==> config.mk <==
export PLATFORM = sky130hd
export DESIGN_NAME = afpo_formatter
export DESIGN_NICKNAME = d
export VERILOG_FILES = /design/src/logic/afpo_pkg.sv /design/src/logic/afpo_formatter.sv
export SDC_FILE = /design/constraint.sdc
export NUM_CORES = 1
export LEC_CHECK = 0
export BUFFER_PORTS_ARGS = -buffer_cell sky130_fd_sc_hd__buf_2
export CORE_MARGIN = 1
export CORE_UTILIZATION = 43
export CTS_CLUSTER_DIAMETER = 50
export CTS_CLUSTER_SIZE = 28
export DETAILED_ROUTE_END_ITERATION = 8
export PLACE_DENSITY = 0.7
export SLEW_MARGIN = 5
export SYNTH_ARGS = -nofsm -noshare
export SYNTH_HDL_FRONTEND = slang
export SYNTH_SLANG_ARGS = --single-unit
==> constraint.sdc <==
create_clock -name i_clk_sys -period 7.8 [get_ports i_clk_sys]
set_input_delay 1.56 -clock i_clk_sys [delete_from_list [all_inputs] [get_ports i_clk_sys]]
set_output_delay 1.56 -clock i_clk_sys [all_outputs]
set_load 0.005 [all_outputs]
==> src/logic/afpo_pkg.sv <==
package afpo_pkg;

  // ----------------------------------------------------------------
  // Register map
  // ----------------------------------------------------------------
  localparam logic [11:0] OFS_FORMAT   = 12'h000;
  localparam logic [11:0] OFS_HS_WIDTH = 12'h004;
  localparam logic [11:0] OFS_FLOAT    = 12'h008;
  localparam logic [11:0] OFS_POWER    = 12'h00C;

  localparam logic [7:0] RST_FORMAT   = 8'h00;
  localparam logic [7:0] RST_HS_WIDTH = 8'h00;
  localparam logic [7:0] RST_FLOAT    = 8'h00;
  localparam logic [3:0] RST_POWER    = 4'h0;

  // ----------------------------------------------------------------
  // Field positions
  // ----------------------------------------------------------------
  localparam int unsigned FMT_WIDE  = 0;
  localparam int unsigned FMT_OPP   = 1;
  localparam int unsigned FMT_SWAP  = 2;
  localparam int unsigned FMT_CHORD = 3;
  localparam int unsigned FMT_422   = 4;
  localparam int unsigned FMT_CKPOL = 5;
  localparam int unsigned FMT_VPOL  = 6;
  localparam int unsigned FMT_HPOL  = 7;

  // Float bits 0..5: red pri, red sec, green pri, green sec, blue pri,
  // blue sec; 6 and 7 each float the pixel clock
  localparam int unsigned FLT_CLK_A = 6;
  localparam int unsigned FLT_CLK_B = 7;

  localparam int unsigned PWR_RED   = 0;
  localparam int unsigned PWR_GREEN = 1;
  localparam int unsigned PWR_BLUE  = 2;
  localparam int unsigned PWR_PLL   = 3;

  // ----------------------------------------------------------------
  // Pixel word in the buffer
  // ----------------------------------------------------------------
  localparam int unsigned WORD_W   = 26;
  localparam int unsigned W_SOL    = 24;
  localparam int unsigned W_VS     = 25;
  localparam logic [1:0]  BUF_FULL = 2'h2;

endpackage
==> src/logic/afpo_formatter.sv <==
`timescale 1ns/1ps
// Function
// RQ1: Narrow bus: primary only, secondary bytes low
// RQ2: Opposite-edge bit moves secondary to other edge
// RQ3: Swap bit puts first pixel on secondary
// RQ4: Chroma order picks V from even or odd
// RQ5: 4:2:2 mode decimates, blue driven low
// RQ6: Outputs change on edge chosen by polarity
// RQ7: Independent sync output polarities
// RQ8: Software keeps sync width within minimum
// RQ9: Each output byte has own float bit
// RQ10: Float bits override every other output setting
// RQ11: Either of two bits floats pixel clock
// RQ12: Converter sleep bits stop their channel
// RQ13: PLL sleep stops pixel timing
// RQ14: Fields reset zero, reserved bits read zero
module afpo_formatter (
  input  wire logic        i_clk_sys,
  input  wire logic        i_arst_n,
  input  wire logic        i_ce,
  input  wire logic        i_psel,
  input  wire logic        i_penable,
  input  wire logic        i_pwrite,
  input  wire logic [11:0] i_paddr,
  input  wire logic [31:0] i_pwdata,
  input  wire logic [3:0]  i_pstrb,
  output logic      [31:0] o_prdata,
  output logic             o_pready,
  output logic             o_pslverr,
  input  wire logic        i_pix_valid,
  output logic             o_pix_ready,
  input  wire logic [7:0]  i_pix_red,
  input  wire logic [7:0]  i_pix_green,
  input  wire logic [7:0]  i_pix_blue,
  input  wire logic        i_pix_line_start,
  input  wire logic        i_pix_vsync,
  input  wire logic        i_pix_clk,
  output logic             o_pixel_out_clock,
  output logic             o_pixel_out_clock_oe,
  output logic      [7:0]  o_red_primary_byte,
  output logic             o_red_primary_byte_oe,
  output logic      [7:0]  o_red_secondary_byte,
  output logic             o_red_secondary_byte_oe,
  output logic      [7:0]  o_green_primary_byte,
  output logic             o_green_primary_byte_oe,
  output logic      [7:0]  o_green_secondary_byte,
  output logic             o_green_secondary_byte_oe,
  output logic      [7:0]  o_blue_primary_byte,
  output logic             o_blue_primary_byte_oe,
  output logic      [7:0]  o_blue_secondary_byte,
  output logic             o_blue_secondary_byte_oe,
  output logic             o_horizontal_sync_out,
  output logic             o_vertical_sync_out,
  output logic             o_red_converter_sleep,
  output logic             o_green_converter_sleep,
  output logic             o_blue_converter_sleep,
  output logic             o_pll_sleep
);

  // ----------------------------------------------------------------
  // Registers and APB slave
  // ----------------------------------------------------------------
  logic [7:0]  fmt_reg;
  logic [7:0]  hs_len_reg;
  logic [7:0]  float_reg;
  logic [3:0]  pwr_reg;
  logic        pready_reg;
  logic        pslverr_reg;
  logic [31:0] prdata_reg;

  wire hit_fmt   = (i_paddr == afpo_pkg::OFS_FORMAT);
  wire hit_hs    = (i_paddr == afpo_pkg::OFS_HS_WIDTH);
  wire hit_float = (i_paddr == afpo_pkg::OFS_FLOAT);
  wire hit_pwr   = (i_paddr == afpo_pkg::OFS_POWER);
  wire hit_any   = hit_fmt | hit_hs | hit_float | hit_pwr;
  wire apb_acc   = i_ce & i_psel & i_penable;
  wire apb_first = apb_acc & ~pready_reg;
  wire apb_done  = apb_acc & pready_reg;
  wire apb_wr    = apb_done & i_pwrite & i_pstrb[0];

  // Reserved bits read zero and ignore writes [RQ14]
  wire [31:0] rd_mux =
      hit_fmt   ? {24'h000000, fmt_reg}    :
      hit_hs    ? {24'h000000, hs_len_reg} :
      hit_float ? {24'h000000, float_reg}  :
      hit_pwr   ? {28'h0000000, pwr_reg}   : 32'h00000000;

  // One wait state: answer on the second access cycle
  always_ff @(posedge i_clk_sys or negedge i_arst_n)
  begin
    if (!i_arst_n)
    begin
      pready_reg  <= 1'b0;
      pslverr_reg <= 1'b0;
      prdata_reg  <= 32'h00000000;
    end
    else if (i_ce)
    begin
      pready_reg  <= apb_first;
      pslverr_reg <= apb_first & ~hit_any;
      if (apb_first)
        prdata_reg <= i_pwrite ? 32'h00000000 : rd_mux;
    end
  end

  // Everything comes up zero: narrow, unswapped, driven, powered [RQ14]
  always_ff @(posedge i_clk_sys or negedge i_arst_n)
  begin
    if (!i_arst_n)
    begin
      fmt_reg    <= afpo_pkg::RST_FORMAT;
      hs_len_reg <= afpo_pkg::RST_HS_WIDTH;
      float_reg  <= afpo_pkg::RST_FLOAT;
      pwr_reg    <= afpo_pkg::RST_POWER;
    end
    else if (apb_wr)
    begin
      if (hit_fmt)
        fmt_reg <= i_pwdata[7:0];
      if (hit_hs)
        hs_len_reg <= i_pwdata[7:0];
      if (hit_float)
        float_reg <= i_pwdata[7:0];
      if (hit_pwr)
        pwr_reg <= i_pwdata[3:0];
    end
  end

  wire wide  = fmt_reg[afpo_pkg::FMT_WIDE];
  wire opp   = fmt_reg[afpo_pkg::FMT_OPP];
  wire swap  = fmt_reg[afpo_pkg::FMT_SWAP];
  wire chord = fmt_reg[afpo_pkg::FMT_CHORD];
  wire m422  = fmt_reg[afpo_pkg::FMT_422];
  wire ckpol = fmt_reg[afpo_pkg::FMT_CKPOL];
  wire vpol  = fmt_reg[afpo_pkg::FMT_VPOL];
  wire hpol  = fmt_reg[afpo_pkg::FMT_HPOL];
  wire pll_off = pwr_reg[afpo_pkg::PWR_PLL];

  // ----------------------------------------------------------------
  // Pixel clock sampling
  // ----------------------------------------------------------------
  logic clk_meta_reg;
  logic clk_sync_reg;
  logic clk_prev_reg;
  logic clk_out_reg;
  logic clk_oe_reg;

  always_ff @(posedge i_clk_sys or negedge i_arst_n)
  begin
    if (!i_arst_n)
    begin
      clk_meta_reg <= 1'b0;
      clk_sync_reg <= 1'b0;
      clk_prev_reg <= 1'b0;
      clk_out_reg  <= 1'b0;
      clk_oe_reg   <= 1'b0;
    end
    else if (i_ce)
    begin
      clk_meta_reg <= i_pix_clk;
      clk_sync_reg <= clk_meta_reg;
      clk_prev_reg <= clk_sync_reg;
      clk_out_reg  <= clk_sync_reg & ~pll_off;  // [RQ13]
      clk_oe_reg   <= ~(float_reg[afpo_pkg::FLT_CLK_A]
                      | float_reg[afpo_pkg::FLT_CLK_B]);  // [RQ11]
    end
  end

  wire clk_rise = clk_sync_reg & ~clk_prev_reg;
  wire clk_fall = ~clk_sync_reg & clk_prev_reg;
  // The output clock copy toggles one cycle after these ticks, on the edge that loads the data they launch
  wire run      = i_ce & ~pll_off;                         // [RQ13]
  wire launch   = run & (ckpol ? clk_rise : clk_fall);     // [RQ6]
  wire opposite = run & (ckpol ? clk_fall : clk_rise);     // [RQ2]

  // ----------------------------------------------------------------
  // Two-entry input buffer
  // ----------------------------------------------------------------
  logic [afpo_pkg::WORD_W-1:0] ent_reg [0:1];
  logic [1:0] cnt_reg;
  logic       ready_reg;
  logic       pop;

  wire push = i_pix_valid & ready_reg;
  wire [1:0] cnt_next = 2'(cnt_reg + {1'b0, push} - {1'b0, pop});
  wire wr_idx = pop ? 1'b0 : cnt_reg[0];
  wire [afpo_pkg::WORD_W-1:0] in_word =
      {i_pix_vsync, i_pix_line_start, i_pix_red, i_pix_green, i_pix_blue};

  always_ff @(posedge i_clk_sys or negedge i_arst_n)
  begin
    if (!i_arst_n)
    begin
      ent_reg[0] <= '0;
      ent_reg[1] <= '0;
      cnt_reg    <= 2'h0;
      ready_reg  <= 1'b0;
    end
    else if (i_ce)
    begin
      if (pop)
        ent_reg[0] <= ent_reg[1];
      if (push)
        ent_reg[wr_idx] <= in_word;
      cnt_reg   <= cnt_next;
      ready_reg <= (cnt_next != afpo_pkg::BUF_FULL);
    end
  end

  // ----------------------------------------------------------------
  // Line sequencing and sync generation
  // ----------------------------------------------------------------
  logic [7:0]  hs_cnt_reg;
  logic        hs_done_reg;
  logic        slot_reg;
  logic        vs_lvl_reg;
  logic [23:0] hold_reg;
  logic        hs_out_reg;
  logic        vs_out_reg;

  wire [afpo_pkg::WORD_W-1:0] head = ent_reg[0];
  wire head_sol = head[afpo_pkg::W_SOL];
  wire have     = (cnt_reg != 2'h0);
  wire hs_idle  = (hs_cnt_reg == 8'h00);
  // Zero length skips the pulse rather than stalling the line
  wire need_hs  = head_sol & ~hs_done_reg & (hs_len_reg != 8'h00);
  wire start_hs = launch & have & hs_idle & need_hs;
  assign pop    = launch & have & hs_idle & ~need_hs;
  wire odd      = head_sol ? 1'b0 : slot_reg;
  wire [7:0] hs_cnt_next =
      start_hs             ? hs_len_reg :
      (launch & ~hs_idle)  ? 8'(hs_cnt_reg - 8'h01) : hs_cnt_reg;
  wire vs_next = pop ? head[afpo_pkg::W_VS] : vs_lvl_reg;

  always_ff @(posedge i_clk_sys or negedge i_arst_n)
  begin
    if (!i_arst_n)
    begin
      hs_cnt_reg  <= 8'h00;
      hs_done_reg <= 1'b0;
      slot_reg    <= 1'b0;
      vs_lvl_reg  <= 1'b0;
      hold_reg    <= 24'h000000;
      hs_out_reg  <= 1'b0;
      vs_out_reg  <= 1'b0;
    end
    else if (i_ce)
    begin
      hs_cnt_reg <= hs_cnt_next;
      if (start_hs)
        hs_done_reg <= 1'b1;
      else if (pop & head_sol)
        hs_done_reg <= 1'b0;
      if (pop)
      begin
        slot_reg   <= ~odd;
        vs_lvl_reg <= head[afpo_pkg::W_VS];
      end
      if (pop & ~odd)
        hold_reg <= head[23:0];
      if (launch)
      begin
        hs_out_reg <= (hs_cnt_next != 8'h00) ^ hpol;  // [RQ6] [RQ7]
        vs_out_reg <= vs_next ^ vpol;                 // [RQ6] [RQ7]
      end
    end
  end

  // ----------------------------------------------------------------
  // Pixel formatting and bus steering
  // ----------------------------------------------------------------
  function automatic logic [23:0] fmt_pix(
    input logic [23:0] w,
    input logic        is_odd,
    input logic [23:0] held,
    input logic        dec,
    input logic        v_from_odd,
    input logic [2:0]  slp
  );
    logic [7:0] r;
    logic [7:0] g;
    logic [7:0] b;
    r = w[23:16];
    g = w[15:8];
    b = w[7:0];
    // Chroma rides the red bus: U on even, V on odd [RQ4] [RQ5]
    if (dec)
    begin
      r = is_odd ? (v_from_odd ? w[23:16] : held[23:16]) : w[7:0];
      b = 8'h00;
    end
    // A sleeping converter delivers zeros [RQ12]
    if (slp[0])
      r = 8'h00;
    if (slp[1])
      g = 8'h00;
    if (slp[2])
      b = 8'h00;
    return {r, g, b};
  endfunction

  logic [23:0] pri_reg;
  logic [23:0] sec_reg;
  logic [23:0] pend_reg;
  logic        pend_v_reg;
  logic [23:0] pri_next;
  logic [23:0] sec_next;
  logic [23:0] pend_next;
  logic        pend_v_next;
  logic [5:0]  oe_reg;

  wire [2:0]  slp = pwr_reg[2:0];
  wire [23:0] pix_cur  = fmt_pix(head[23:0], odd, hold_reg, m422, chord, slp);
  wire [23:0] pix_held = fmt_pix(hold_reg, 1'b0, hold_reg, m422, chord, slp);

  always_comb
  begin
    pri_next    = pri_reg;
    sec_next    = sec_reg;
    pend_next   = pend_reg;
    pend_v_next = pend_v_reg;
    if (pop)
    begin
      if (!wide)
      begin
        pri_next = pix_cur;       // [RQ1]
        sec_next = 24'h000000;    // [RQ1]
      end
      else if (opp)
      begin
        // Secondary half waits for the opposite tick [RQ2] [RQ3]
        if (odd ^ swap)
        begin
          pend_next   = pix_cur;
          pend_v_next = 1'b1;
        end
        else
          pri_next = pix_cur;
      end
      else if (odd)
      begin
        // Both halves of the pair move on the same edge [RQ2] [RQ3]
        pri_next = swap ? pix_cur : pix_held;
        sec_next = swap ? pix_held : pix_cur;
      end
    end
    if (opposite && pend_v_reg && opp)
    begin
      sec_next    = pend_reg;     // [RQ2]
      pend_v_next = 1'b0;
    end
  end

  always_ff @(posedge i_clk_sys or negedge i_arst_n)
  begin
    if (!i_arst_n)
    begin
      pri_reg    <= 24'h000000;
      sec_reg    <= 24'h000000;
      pend_reg   <= 24'h000000;
      pend_v_reg <= 1'b0;
      oe_reg     <= 6'h00;
    end
    else if (i_ce)
    begin
      pri_reg    <= pri_next;
      sec_reg    <= sec_next;
      pend_reg   <= pend_next;
      pend_v_reg <= pend_v_next;
      oe_reg     <= ~float_reg[5:0];  // [RQ9] [RQ10]
    end
  end

  // ----------------------------------------------------------------
  // Outputs
  // ----------------------------------------------------------------
  assign o_prdata                  = prdata_reg;
  assign o_pready                  = pready_reg;
  assign o_pslverr                 = pslverr_reg;
  assign o_pix_ready               = ready_reg;
  assign o_pixel_out_clock         = clk_out_reg;
  assign o_pixel_out_clock_oe      = clk_oe_reg;
  assign o_red_primary_byte        = pri_reg[23:16];
  assign o_green_primary_byte      = pri_reg[15:8];
  assign o_blue_primary_byte       = pri_reg[7:0];
  assign o_red_secondary_byte      = sec_reg[23:16];
  assign o_green_secondary_byte    = sec_reg[15:8];
  assign o_blue_secondary_byte     = sec_reg[7:0];
  assign o_red_primary_byte_oe     = oe_reg[0];
  assign o_red_secondary_byte_oe   = oe_reg[1];
  assign o_green_primary_byte_oe   = oe_reg[2];
  assign o_green_secondary_byte_oe = oe_reg[3];
  assign o_blue_primary_byte_oe    = oe_reg[4];
  assign o_blue_secondary_byte_oe  = oe_reg[5];
  assign o_horizontal_sync_out     = hs_out_reg;
  assign o_vertical_sync_out       = vs_out_reg;
  assign o_red_converter_sleep     = pwr_reg[afpo_pkg::PWR_RED];   // [RQ12]
  assign o_green_converter_sleep   = pwr_reg[afpo_pkg::PWR_GREEN]; // [RQ12]
  assign o_blue_converter_sleep    = pwr_reg[afpo_pkg::PWR_BLUE];  // [RQ12]
  assign o_pll_sleep               = pll_off;                      // [RQ13]
endmodule

# Yosys cells after proc, flatten, opt, wreduce, memory -nomap -nowiden
# Index checks and enable logic that the tools add are counted.
# totals
ff_bits	238
input_bits	82
wordCells	158
# op_classes
addsub	3
n_lt_le_gt_ge	2
n_eq_ne	8
n_mux	48
n_bitwise	42
reduce_logical	27
# ops
cell	count
$mux 24	11
$mux 8	18
$mux 26	3
$bwmux 52	1
$mux 52	1
$demux 26 s1	1
$eq 12x4->1 const B	2
$and 1x1->1	23
$reduce_and 2->1	10
$reduce_bool 8->1	2
$eq 12x3->1 const B	1
$logic_not 12->1	1
$mux 1	12
$reduce_bool 2->1	6
$not 1->1	10
$reduce_and 5->1	2
$logic_not 8->1	1
$reduce_and 4->1	2
$sub 8x1->8 const B	1
$ne 3x1->1 const B	2
$not 6->6	1
$mux 4	1
$or 1x1->1	4
$logic_and 1x1->1	3
9 further kinds	11

# Longest topological paths before layout
# Gate-level depths: netlist (run 1).
# depth
depth_word	15
mapped_depth	14
depth_no_buf	13

# Least setup slack after synthesis (run 1)
# Ideal clock, no wire load.
# synth_path
path_kind	input port to flip-flop
from	in i_ce
to	reg ready_reg, in the netlist o_pix_ready
setup_ns	0.077
arrival_ns	3.241
required_ns	7.723
path_slack_ns	4.481
cell_stages	12
path_buffers	1
cell_sequence	and2b_1 -> o21a_1 -> nand2_2 -> nor2_2 -> buf_6 -> ha_1 -> inv_1 -> ha_1 -> xor2_1 -> xnor2_1 -> nor2_1 -> a21oi_1
# synth_between
elab_chain_cells	7
# synth_rtl
element	line_no	text
start: declaration	afpo_formatter.sv:20	input wire logic i_ce,
$and 1x1->1	afpo_formatter.sv:172	wire run = i_ce & ~pll_off;
$and 1x1->1	afpo_formatter.sv:173	wire launch = run & (ckpol ? clk_rise : clk_fall);
$and 1x1->1 (3 in a row)	afpo_formatter.sv:228	assign pop = launch & have & hs_idle & ~need_hs;
$sub 2x1->2	afpo_formatter.sv:185	wire [1:0] cnt_next = 2'(cnt_reg + {1'b0, push} - {1'b0, pop});
$ne 2x2->1	afpo_formatter.sv:206	ready_reg <= (cnt_next != afpo_pkg::BUF_FULL);
end signal: assignment	afpo_formatter.sv:206	
end: declaration	afpo_formatter.sv:181	logic ready_reg;
# Several ways; a longest one is shown, not always the timed one.
# A chain may end at the register's enable or synchronous reset.

# Final worst setup path (run 1)
# layout_path
from	in i_ce
to	reg pend_reg[22]
# layout_between
elab_chain_cells	6
# layout_rtl
element	line_no	text
$and 1x1->1	afpo_formatter.sv:172	
$and 1x1->1	afpo_formatter.sv:173	
$and 1x1->1 (3 in a row)	afpo_formatter.sv:228	
$reduce_and 5->1 (no source line) *	-	
end signal: assignment	afpo_formatter.sv:368	pend_reg <= pend_next;
end: declaration	afpo_formatter.sv:304	logic [23:0] pend_reg;
# Every way passes the cells marked *; elsewhere a longest branch is shown, timed or not.

==> results of run 1 <==
==> per-layer routing <==
layer  routed length (um)  vias up
li1                     -     3488
met1                11900     3650
met2                10600      160
met3                 1050       27
met4                  402        2
met5                   13        -
==> power groups by stage <==
stage	clock, mW	combinational, mW	sequential (mW)
3_3_place_gp	0	0.879	1.66
2_1_floorplan	0	0.665	1.60
4_1_cts	1.18	0.916	1.66
5_1_grt	1.23	1.03	1.71
6_report	1.15	0.910	1.66
3_5_place_dp	0	0.907	1.68
==> placed cells by master (no fill, tap or decap), types with 3 or more instances in the layout <==
cell       netlist  final
inv_8            0      3
nor4_1           4      4
nand2b_1        15     15
mux4_2           4      4
nand2_1         75     75
conb_1           1     24
dfrtp_1        214    214
nand2_2          3      3
or3_1           10     10
a22oi_1          8      8
inv_1           19     19
a211oi_1         9      9
a2bb2oi_1        8      8
ha_1             3      3
mux2_2          55     55
o31ai_1         17     17
a22o_1           8      8
nor2_1          79     79
nor3_1          12     12
mux2_1           7      7
nor2b_1          4      4
a21oi_1         65     64
o22ai_1         27     27
nand3_1          9      9
inv_6            0      7
xnor2_1          8      8
buf_2           13    126
mux2_4          40     40
clkbuf_16        0     25
mux2i_1         59     59
clkbuf_1        30      4
nand3b_1         3      3
o21ai_0         49     49
buf_4           27      9
==> critical path: stages <==
cell and delay (ns):
buf_2 0.08, buf_4 0.48, and2b_1 0.28, o21a_1 0.30
nand2_2 0.10, nor2_2 0.63, nand4_2 0.98, mux2_1 0.64
==> metrics by stage <==
stage	hold WS, ns	util
2_1_floorplan	0.438	-
3_3_place_gp	0.462	0.471
3_5_place_dp	0.465	0.471
4_1_cts	0.480	0.506
5_1_grt	0.492	0.506
6_report	0.471	0.506
==> layout make-up <==
class / count / share of cell area
Multi-Input combinational cell: 638 / 0.382
Inverter: 19 / 0.00598
Timing Repair Buffer: 136 / 0.0597
Clock inverter: 15 / 0.0140
Tap cell: 319 / 0.0335
Sequential cell: 214 / 0.449
Clock buffer: 30 / 0.0549
Antenna cell: 2 / 0.000420
==> how the worst min path moves through the flow <==
| stage | depth (start not counted) | slack, ns | endpoint |
|---|---|---|---|
| 2_1_floorplan | 1 | 0.44 | oe_reg[0]$_DFFE_PN0P_ |
| 3_3_place_gp | 2 | 0.46 | pend_reg[1]$_DFFE_PN0P_ |
| 3_5_place_dp | 2 | 0.47 | pri_reg[14]$_DFFE_PN0P_ |
| 4_1_cts | 1 | 0.48 | oe_reg[5]$_DFFE_PN0P_ |
| 5_1_grt | 1 | 0.49 | oe_reg[3]$_DFFE_PN0P_ |
| 6_report | 1 | 0.47 | oe_reg[5]$_DFFE_PN0P_ |
==> logic make-up (layout without fill, tap and decap cells) <==
family,after synthesis,in the layout,synth area share
AND/OR/NAND/NOR,232,232,0.107
flip-flops,214,214,0.517
AO/OA/AOI/OAI,205,205,0.121
multiplexers,165,165,0.191
buffers and inverters,100,200,0.0527
XOR/XNOR,9,9,0.00761
adder cells (fa/ha/maj),3,3,0.00362
other,1,26,0.000362
==> key figures, run 1 <==
Timing
  • Final period util: 0.603
  • RSZ-0062 raised after global routing: no
  • TNS Setup: 0 ns
  • Slew Limit Fails: 0
  • Final Setup Violations: 0
  • Worst-margin pin slew: 1.22 ns
  • Max Fclk: 213 MHz
  • Final min period: 4.70 ns
  • Final hold vios: 0
  • Setup Skew: 0.0272 ns
  • Final WS setup: 3.10 ns
  • Slew margin rel.: 0.185

Final layout
  • Seq. cell area: 5360 um2
  • Layout Nets: 1119
  • Final cell count without fillers: 1373
  • Fillers: 2154
  • Synth-to-Final Area Change: 15.0%
  • Final non-filler cell area: 11900 um2
  • Multi-input gate area: 4560 um2
  • Fraction of layout cells with a size suffix above 1: 0.278

Placed design
  • PortBufs: 127
  • Post-DP HPWL: 15.9 mm
  • GP Congestion: 0.826
  • Dpl cell area: 11100 um2
  • Placed cell count: 1326
  • Post-Place Setup Slack: 2.54 ns

Synth
  • Synth area leader: dfrtp_1
  • Synth top area cells: dfrtp_1, mux2_2, mux2_4, mux2i_1, a21oi_1
  • Synthesized area: 10400 um2
  • Async set-or-reset flop fraction in the synthesized netlist: 1.00
  • Most frequent cell after synthesis: dfrtp_1
  • Yosys top cell area share: 0.517
  • Post-Synthesis Cells: 929
  • Top FF cell, synth: dfrtp_1
  • EDFF count, synth: 0
  • Synth cell types: 63
  • Ys Warns: 0
  • Post-synth top cells: dfrtp_1, nor2_1, nand2_1, a21oi_1, mux2i_1
  • Synthesized flop and latch total: 214
  • Sequential share of the synthesized area: 0.517
  • Syn avg cell area: 11.2 um2

Route
  • Routed Antenna Nets: 0
  • Via/cell ratio: 5.34
  • Detailed Routing Iterations Pass 1: 5
  • Drt total wl: 23.9 mm
  • DRC Markers: 0
  • Routed wire per std cell: 17.4 um
  • Starting DRT DRC Count: 465
  • Routed vias: 7327

Floorplan
  • Die Area: 24700 um2
  • Die X: 157 um
  • Core Area: 23500 um2
  • Die Y: 157 um
  • # rows: 56
  • I/O Pins: 179
  • Initial Util: 0.440

Worst setup path
  • Arrival @ worst endpoint: 5.10 ns
  • Setup Crit Path Kind: input port to flip-flop
  • Reg2reg path depth: 6
  • Critical R2R Launch: hs_cnt_reg[4]$_DFFE_PN0P_
  • Critical Path End: pend_reg[22]$_DFFE_PN0P_
  • Worst path required time: 8.19 ns
  • Max FO, Critical Path: 50
  • CP endpoint kind: flip-flop
  • Critical Path Start: i_ce
  • Reg2Reg Capture Point: pend_reg[22]$_DFFE_PN0P_
  • Startpoint types: input port
  • R2r setup slk: 3.91 ns

Power and ir drop
  • Net Switching: 1.20 mW
  • Clock network power share: 0.310
  • Combinational share of power: 0.244
  • Worst vdd ir: 0.000147 V
  • Flop pwr share: 0.446
  • Net Sw Frac: 0.321
  • Post-layout total power: 3.73 mW
  • Cell internal pwr: 2.53 mW
  • Pleak: 5.66 nW
  • PwrDens: 313 nW/um2

Clock network
  • CTS Buffer Depth: 3
  • Reg clk slew, reported paths: 0.06 ns
  • Root buf cell: clkbuf_16
  • CTS sink count: 214
  • Post-CTS setup buffer count: 0
  • Worst skew pair latency: 0.53 ns
  • CTS tree: built
  • Num CTS Buffers: 25
  • Hold buffer count at cts: 0
  • Cts repair resizes: 0
  • # H-tree levels: 1

GRT
  • Vias in the first global route: 7047
  • Most used routing layer: met1
  • All-layer global routing usage: 0.200
  • Largest net degree at the start of global routing: 79
  • Grt met2 use: 0.297
  • Met1 GRT Util: 0.304
  • Initial antenna violation count: 3
  • GR Overflow Total: 0
  • Met3 Use GR: 0.0303
  • First-pass GRT wire length: 39.1 mm

Job
  • Total of max-cap violations: 0

Worst hold path
  • Hold path start: float_reg[5]$_DFFE_PN0P_
  • Hold Path Class: flip-flop to flip-flop

Run status
  • Status: finished, final reports clean
(Power assumes the default switching activity.)
==> inputs of run 2 (changes only) <==
- clock period: 7.8 -> 4.57 ns (I/O delays scaled with it)
==> key figures, run 2 (synthesized netlist as in run 1, its figures left out) <==
Route
  • DRC Markers: 0 (unchanged)
  • Starting DRT DRC Count: 589 (+27%)
  • Detailed Routing Iterations Pass 1: 5 (unchanged)
  • Routed vias: 7393 (+0.90%)
  • Routed wire per std cell: 17.6 um (+1.1%)
  • Routed Antenna Nets: 0 (unchanged)
  • Drt total wl: 24.4 mm (+1.8%)
  • Via/cell ratio: 5.35 (+0.24%)

Worst setup path
  • CP cell instances: or4_4 -> nor4_4 -> nand2_2 -> nor2_2 -> buf_4 -> nand2_2 -> o31ai_1
  • CP endpoint kind: flip-flop
  • CP bufs+invs: 1 (-1)
  • CP delay by family, top: simple AND/OR/NAND/NOR gates
  • Reg2Reg Capture Point: pri_reg[15]$_DFFE_PN0P_
  • R2r setup slk: 1.38 ns (-2.53 ns)
  • Max FO, Critical Path: 48 (-4.0%)
  • Setup Crit Path Kind: flip-flop to flip-flop
  • CP peak stage delay: 0.59 ns (-0.39 ns)
  • Critical Path End: pri_reg[15]$_DFFE_PN0P_
  • Critical R2R Launch: hs_cnt_reg[4]$_DFFE_PN0P_
  • Worst path required time: 4.98 ns (-3.21 ns)
  • Reg2reg path depth: 7 (+1)
  • Startpoint types: flip-flop
  • Arrival @ worst endpoint: 3.61 ns (-1.49 ns)
  • CP dominant cell by count: nand2_2
  • Critical Path Start: hs_cnt_reg[4]$_DFFE_PN0P_
  • Worst path slowest cell: or4_4
  • Stages on worst setup path: 7 (-1)

Final layout
  • Most frequent cells in the layout: dfrtp_1, buf_2, nor2_1
  • Synth-to-Final Area Change: 15.8%
  • Commonest non-fill, non-tap cell in the layout: dfrtp_1
  • Fraction of layout cells with a size suffix above 1: 0.285 (+0.00774)
  • Final cell count without fillers: 1382 (+0.66%)
  • Layout Nets: 1127 (+0.71%)

Placed design
  • GP Congestion: 0.805 (-2.5%)
  • PortBufs: 127 (unchanged)
  • Post-DP HPWL: 16.4 mm (+3.1%)
  • Placed cell count: 1333 (+0.53%)

Timing
  • Slew Limit Fails: 0 (unchanged)
  • Setup Skew: 0.0131 ns (-0.0141 ns)
  • Final Setup Violations: 0 (unchanged)
  • TNS Setup: 0 ns (unchanged)
  • Final min period: 3.19 ns
  • Slew margin rel.: 0.340 (+0.155)
  • Final period util: 0.699
  • Worst-margin pin slew: 0.990 ns (-0.232 ns)
  • Max Fclk: 313 MHz
  • RSZ-0062 raised after global routing: no
  • Final hold vios: 0 (unchanged)
  • WHS: 0.469 ns (-0.00244 ns)

Clock network
  • Worst skew pair latency: 0.53 ns (about the same)
  • Num CTS Buffers: 26 (+4.0%)
  • # H-tree levels: 1 (unchanged)
  • Cts repair resizes: 0 (unchanged)
  • Post-CTS setup buffer count: 0 (unchanged)
  • CTS Buffer Depth: 3 (unchanged)
  • Hold buffer count at cts: 0 (unchanged)
  • Root buf cell: clkbuf_16
  • CTS sink count: 214 (unchanged)
  • Reg clk slew, reported paths: 0.06 ns (about the same)
  • CTS tree: built

Floorplan
  • Die Area: 24700 um2 (unchanged)
  • Initial Util: 0.440 (unchanged)
  • Die Y: 157 um (unchanged)
  • # rows: 56 (unchanged)
  • I/O Pins: 179 (unchanged)
  • Core Area: 23500 um2 (unchanged)
  • Die X: 157 um (unchanged)

Power and ir drop
  • Pleak: 5.68 nW (+0.38%)
  • PwrDens: 533 nW/um2 (+70%)
  • Worst vdd ir: 0.000275 V (+87%)

GRT
  • GR Overflow Total: 0 (unchanged)
  • Met1 GRT Util: 0.308 (+0.00390)
  • Grt met2 use: 0.300 (+0.00274)
  • Most used routing layer: met1
  • Met3 Use GR: 0.0399 (+0.00964)
  • All-layer global routing usage: 0.204 (+0.00342)
  • Initial antenna violation count: 5 (+2)
  • First-pass GRT wire length: 39.7 mm (+1.5%)
  • Largest net degree at the start of global routing: 116 (+47%)
  • Vias in the first global route: 7125 (+1.1%)

Worst hold path
  • Hold Path Class: input port to asynchronous set/reset pin

Job
  • Total of max-cap violations: 0 (unchanged)

Run status
  • Status: finished, final reports clean
-- run 2: changes by cell type in the layout (fill, tap and decap cells not counted), sizes merged --
| cell | previous run | this run |
|---|---|---|
| buf | 135 | 142 |
| clkinv | 3 | 2 |
| diode | 2 | 1 |
| clkbuf | 31 | 32 |
| clkinvlp | 1 | 9 |
| inv | 29 | 24 |
-- run 2: layout make-up --
type / instances / area [um2]
multi-input cells: 638 / 4560
diodes: 1 / 2.50
well taps: 319 / 399
clock buffers: 31 / 689
clock inverters: 17 / 163
inverters: 19 / 71.3
fillers: 2135 / 11500
flip-flops and latches: 214 / 5360
repair buffers: 143 / 764
-- run 2: per-stage QoR --
stage | instance area (um2) | total power [mW] | setup slack [ns] | utilization
2_1_floorplan | 10400 | 3.87 | 1.87 | -
3_3_place_gp | 11100 | 4.34 | 1.29 | 0.473
3_5_place_dp | 11100 | 4.41 | 1.21 | 0.473
4_1_cts | 12000 | 6.45 | 1.39 | 0.510
5_1_grt | 12000 | 6.78 | 1.18 | 0.510
6_report | 12000 | 6.39 | 1.38 | 0.510
-- run 2: layer usage --
layer  part of all wire  up-vias
li1                   -     3503
met2               0.45      192
met4              0.013        6
met3              0.059       35
met5             0.0015        -
met1               0.48     3657
-- run 2: worst min path at each step --
stage	startpoint	end	slack, ns	depth (start not counted)
final	i_arst_n	sec_reg[9]$_DFFE_PN0P_	0.47	1
after global routing	float_reg[4]$_DFFE_PN0P_	oe_reg[4]$_DFFE_PN0P_	0.49	1
after CTS	float_reg[4]$_DFFE_PN0P_	oe_reg[4]$_DFFE_PN0P_	0.47	1
after detailed placement	pri_reg[9]$_DFFE_PN0P_	pri_reg[9]$_DFFE_PN0P_	0.46	2
after global placement	pri_reg[9]$_DFFE_PN0P_	pri_reg[9]$_DFFE_PN0P_	0.46	2
after floorplan	float_reg[0]$_DFFE_PN0P_	oe_reg[0]$_DFFE_PN0P_	0.44	1
-- run 2: power breakdown --
part	switching [mW]	internal, mW
logic	0.743	0.814
registers	0.445	2.39
clock network	0.841	1.16
total	2.03	4.36
==> inputs of run 3 (changes only) <==
- clock period: 4.57 -> 3 ns (I/O delays scaled with it)
==> key figures, run 3 (synthesized netlist as in run 1, its figures left out) <==
Run status
  • Status: finished, final reports clean

Timing
  • Max Fclk: 354 MHz (+13%)
  • Slew Limit Fails: 0 (unchanged)
  • Final hold vios: 0 (unchanged)
  • Slew margin rel.: 0.299 (-0.0409)
  • TNS Setup: 0 ns (unchanged)
  • Worst-margin pin slew: 1.04 ns (+0.0533 ns)
  • Final Setup Violations: 0 (unchanged)
  • Final min period: 2.83 ns (-0.369 ns)
  • RSZ-0062 raised after global routing: no
  • Final WS setup: 0.174 ns (-1.20 ns)
  • Final period util: 0.942 (+0.243)
  • Setup Skew: 0.0244 ns (+0.0113 ns)

Worst setup path
  • CP endpoint kind: flip-flop
  • Worst path slowest cell: or4_4
  • CP bufs+invs: 2 (+1)
  • Startpoint types: flip-flop
  • CP peak stage delay: 0.55 ns (-0.04 ns)
  • Worst path required time: 3.39 ns (-1.59 ns)
  • CP cell instances: or4_4 -> nor4_4 -> nand2_2 -> nor2_2 -> buf_4 -> nand4_2 -> buf_12 -> nand2_1 -> o21ai_0
  • Arrival @ worst endpoint: 3.22 ns (-0.39 ns)
  • CP delay by family, top: simple AND/OR/NAND/NOR gates
  • Max FO, Critical Path: 26 (-46%)
  • Setup Crit Path Kind: flip-flop to flip-flop

Route
  • Routed wire per std cell: 17.4 um (-1.1%)
  • Via/cell ratio: 5.31 (-0.74%)
  • Drt total wl: 24.1 mm (-0.95%)
  • DRC Markers: 0 (unchanged)
  • Detailed Routing Iterations Pass 1: 7 (+2)
  • Routed Antenna Nets: 0 (unchanged)
  • Routed vias: 7349 (-0.60%)
  • Starting DRT DRC Count: 556 (-5.6%)

Floorplan
  • Die X: 157 um (unchanged)
  • I/O Pins: 179 (unchanged)
  • Core Area: 23500 um2 (unchanged)
  • # rows: 56 (unchanged)
  • Initial Util: 0.440 (unchanged)
  • Die Y: 157 um (unchanged)
  • Die Area: 24700 um2 (unchanged)

GRT
  • Initial antenna violation count: 2 (-3)
  • Largest net degree at the start of global routing: 73 (-37%)
  • First-pass GRT wire length: 38.8 mm (-2.2%)
  • All-layer global routing usage: 0.198 (-0.00611)
  • GR Overflow Total: 0 (unchanged)
  • Vias in the first global route: 7203 (+1.1%)

Power and ir drop
  • Flop pwr share: 0.456 (+0.012)
  • Combinational share of power: 0.258 (+0.014)
  • Post-layout total power: 9.44 mW (+48%)
  • PwrDens: 785 nW/um2 (+47%)
  • Clock network power share: 0.286 (-0.026)
  • Net Switching: 3.06 mW (+51%)
  • Cell internal pwr: 6.37 mW (+46%)
  • Worst vdd ir: 0.000419 V (+53%)
  • Pleak: 5.73 nW (+0.82%)
  • Net Sw Frac: 0.325 (+0.00724)

Placed design
  • GP Congestion: 0.826 (+2.5%)
  • PortBufs: 127 (unchanged)
  • Post-DP HPWL: 16.6 mm (+1.2%)
  • Dpl cell area: 11300 um2 (+1.5%)
  • Post-Place Setup Slack: 0.211 ns (-0.997 ns)
  • Placed cell count: 1344 (+0.83%)

Clock network
  • # H-tree levels: 1 (unchanged)
  • Worst skew pair latency: 0.52 ns (about the same)
  • Num CTS Buffers: 21 (-19%)
  • CTS tree: built
  • Reg clk slew, reported paths: 0.08 ns (+0.02 ns)
  • CTS Buffer Depth: 3 (unchanged)
  • CTS sink count: 214 (unchanged)
  • Root buf cell: clkbuf_16
  • Post-CTS setup buffer count: 0 (unchanged)

Final layout
  • Commonest non-fill, non-tap cell in the layout: dfrtp_1
  • Final non-filler cell area: 12000 um2 (+0.21%)
  • Fraction of layout cells with a size suffix above 1: 0.288 (+0.00255)
  • Synth-to-Final Area Change: 16.1%
  • Final cell count without fillers: 1384 (+0.14%)
  • Most frequent cells in the layout: dfrtp_1, buf_2, nor2_1
  • Layout Nets: 1133 (+0.53%)

Worst hold path
  • Hold Path Class: input port to asynchronous set/reset pin

Job
  • Total of max-cap violations: 0 (unchanged)
run 3: cell count changes in the layout (fill, tap and decap cells not counted), sizes merged:
cell,before,now
diode,1,2
buf,142,153
inv,24,29
clkinvlp,9,2
clkbuf,32,24
run 3: through the flow:
| stage | utilization | hold WS [ns] |
|---|---|---|
| after global routing | 0.511 | 0.150 |
| after global placement | 0.481 | 0.461 |
| final | 0.511 | 0.102 |
| after CTS | 0.510 | 0.136 |
| after detailed placement | 0.481 | 0.465 |
| after floorplan | - | 0.304 |
run 3: metal layers:
layer	track usage	part of all wire	wire length (um)
met5	0	0	0
met4	0.0462	0.016	379
met3	0.0325	0.052	1270
met2	0.296	0.44	10600
met1	0.298	0.49	11900
run 3: power groups by stage:
stage               Clock, mW  Sequential [mW]  Combinational (mW)
finish                   2.70             4.31                2.43
global route             2.86             4.41                2.73
CTS                      2.74             4.29                2.45
detailed placement          0             4.34                2.42
global placement            0             4.31                2.35
floorplan                   0             4.16                1.73
run 3: what timing repair did:
action / CTS / global route
setup endpoints to repair: 0 / 1
hold buffers: 0 / 0
gates resized for setup: 0 / 1
run 3: worst paths after layout:
path / start / endpoint / slack [ns] / depth (start not counted)
max: hs_cnt_reg[5]$_DFFE_PN0P_ / pend_reg[14]$_DFFE_PN0P_ / 0.17 / 9
min: i_arst_n / pri_reg[15]$_DFFE_PN0P_ / 0.10 / 1
max reg2reg: hs_cnt_reg[5]$_DFFE_PN0P_ / pend_reg[14]$_DFFE_PN0P_ / 0.17 / 9
min reg2reg: pri_reg[0]$_DFFE_PN0P_ / pri_reg[0]$_DFFE_PN0P_ / 0.48 / 2
max in group asynchronous: i_arst_n / hs_len_reg[7]$_DFFE_PN0P_ / 2.18 / 2
min in group i_clk_sys: i_pix_clk / clk_meta_reg$_DFFE_PN0P_ / 0.33 / 2
run 3: worst register-to-register path, cell delays in order (launching register included):
cell and delay (ns):
dfrtp_1 0.42, or4_4 0.55, nor4_4 0.33, nand2_2 0.12, nor2_2 0.20, buf_4 0.18
nand4_2 0.41, buf_12 0.34, nand2_1 0.09, o21ai_0 0.09
run 3: cell type report:
class	count	area, um2
diodes	2	5.00
clock buffers	23	543
clock inverters	15	156
fillers	2128	11500
inverters	19	71.3
multi-input cells	638	4560
flip-flops and latches	214	5360
well taps	319	399
repair buffers	154	935
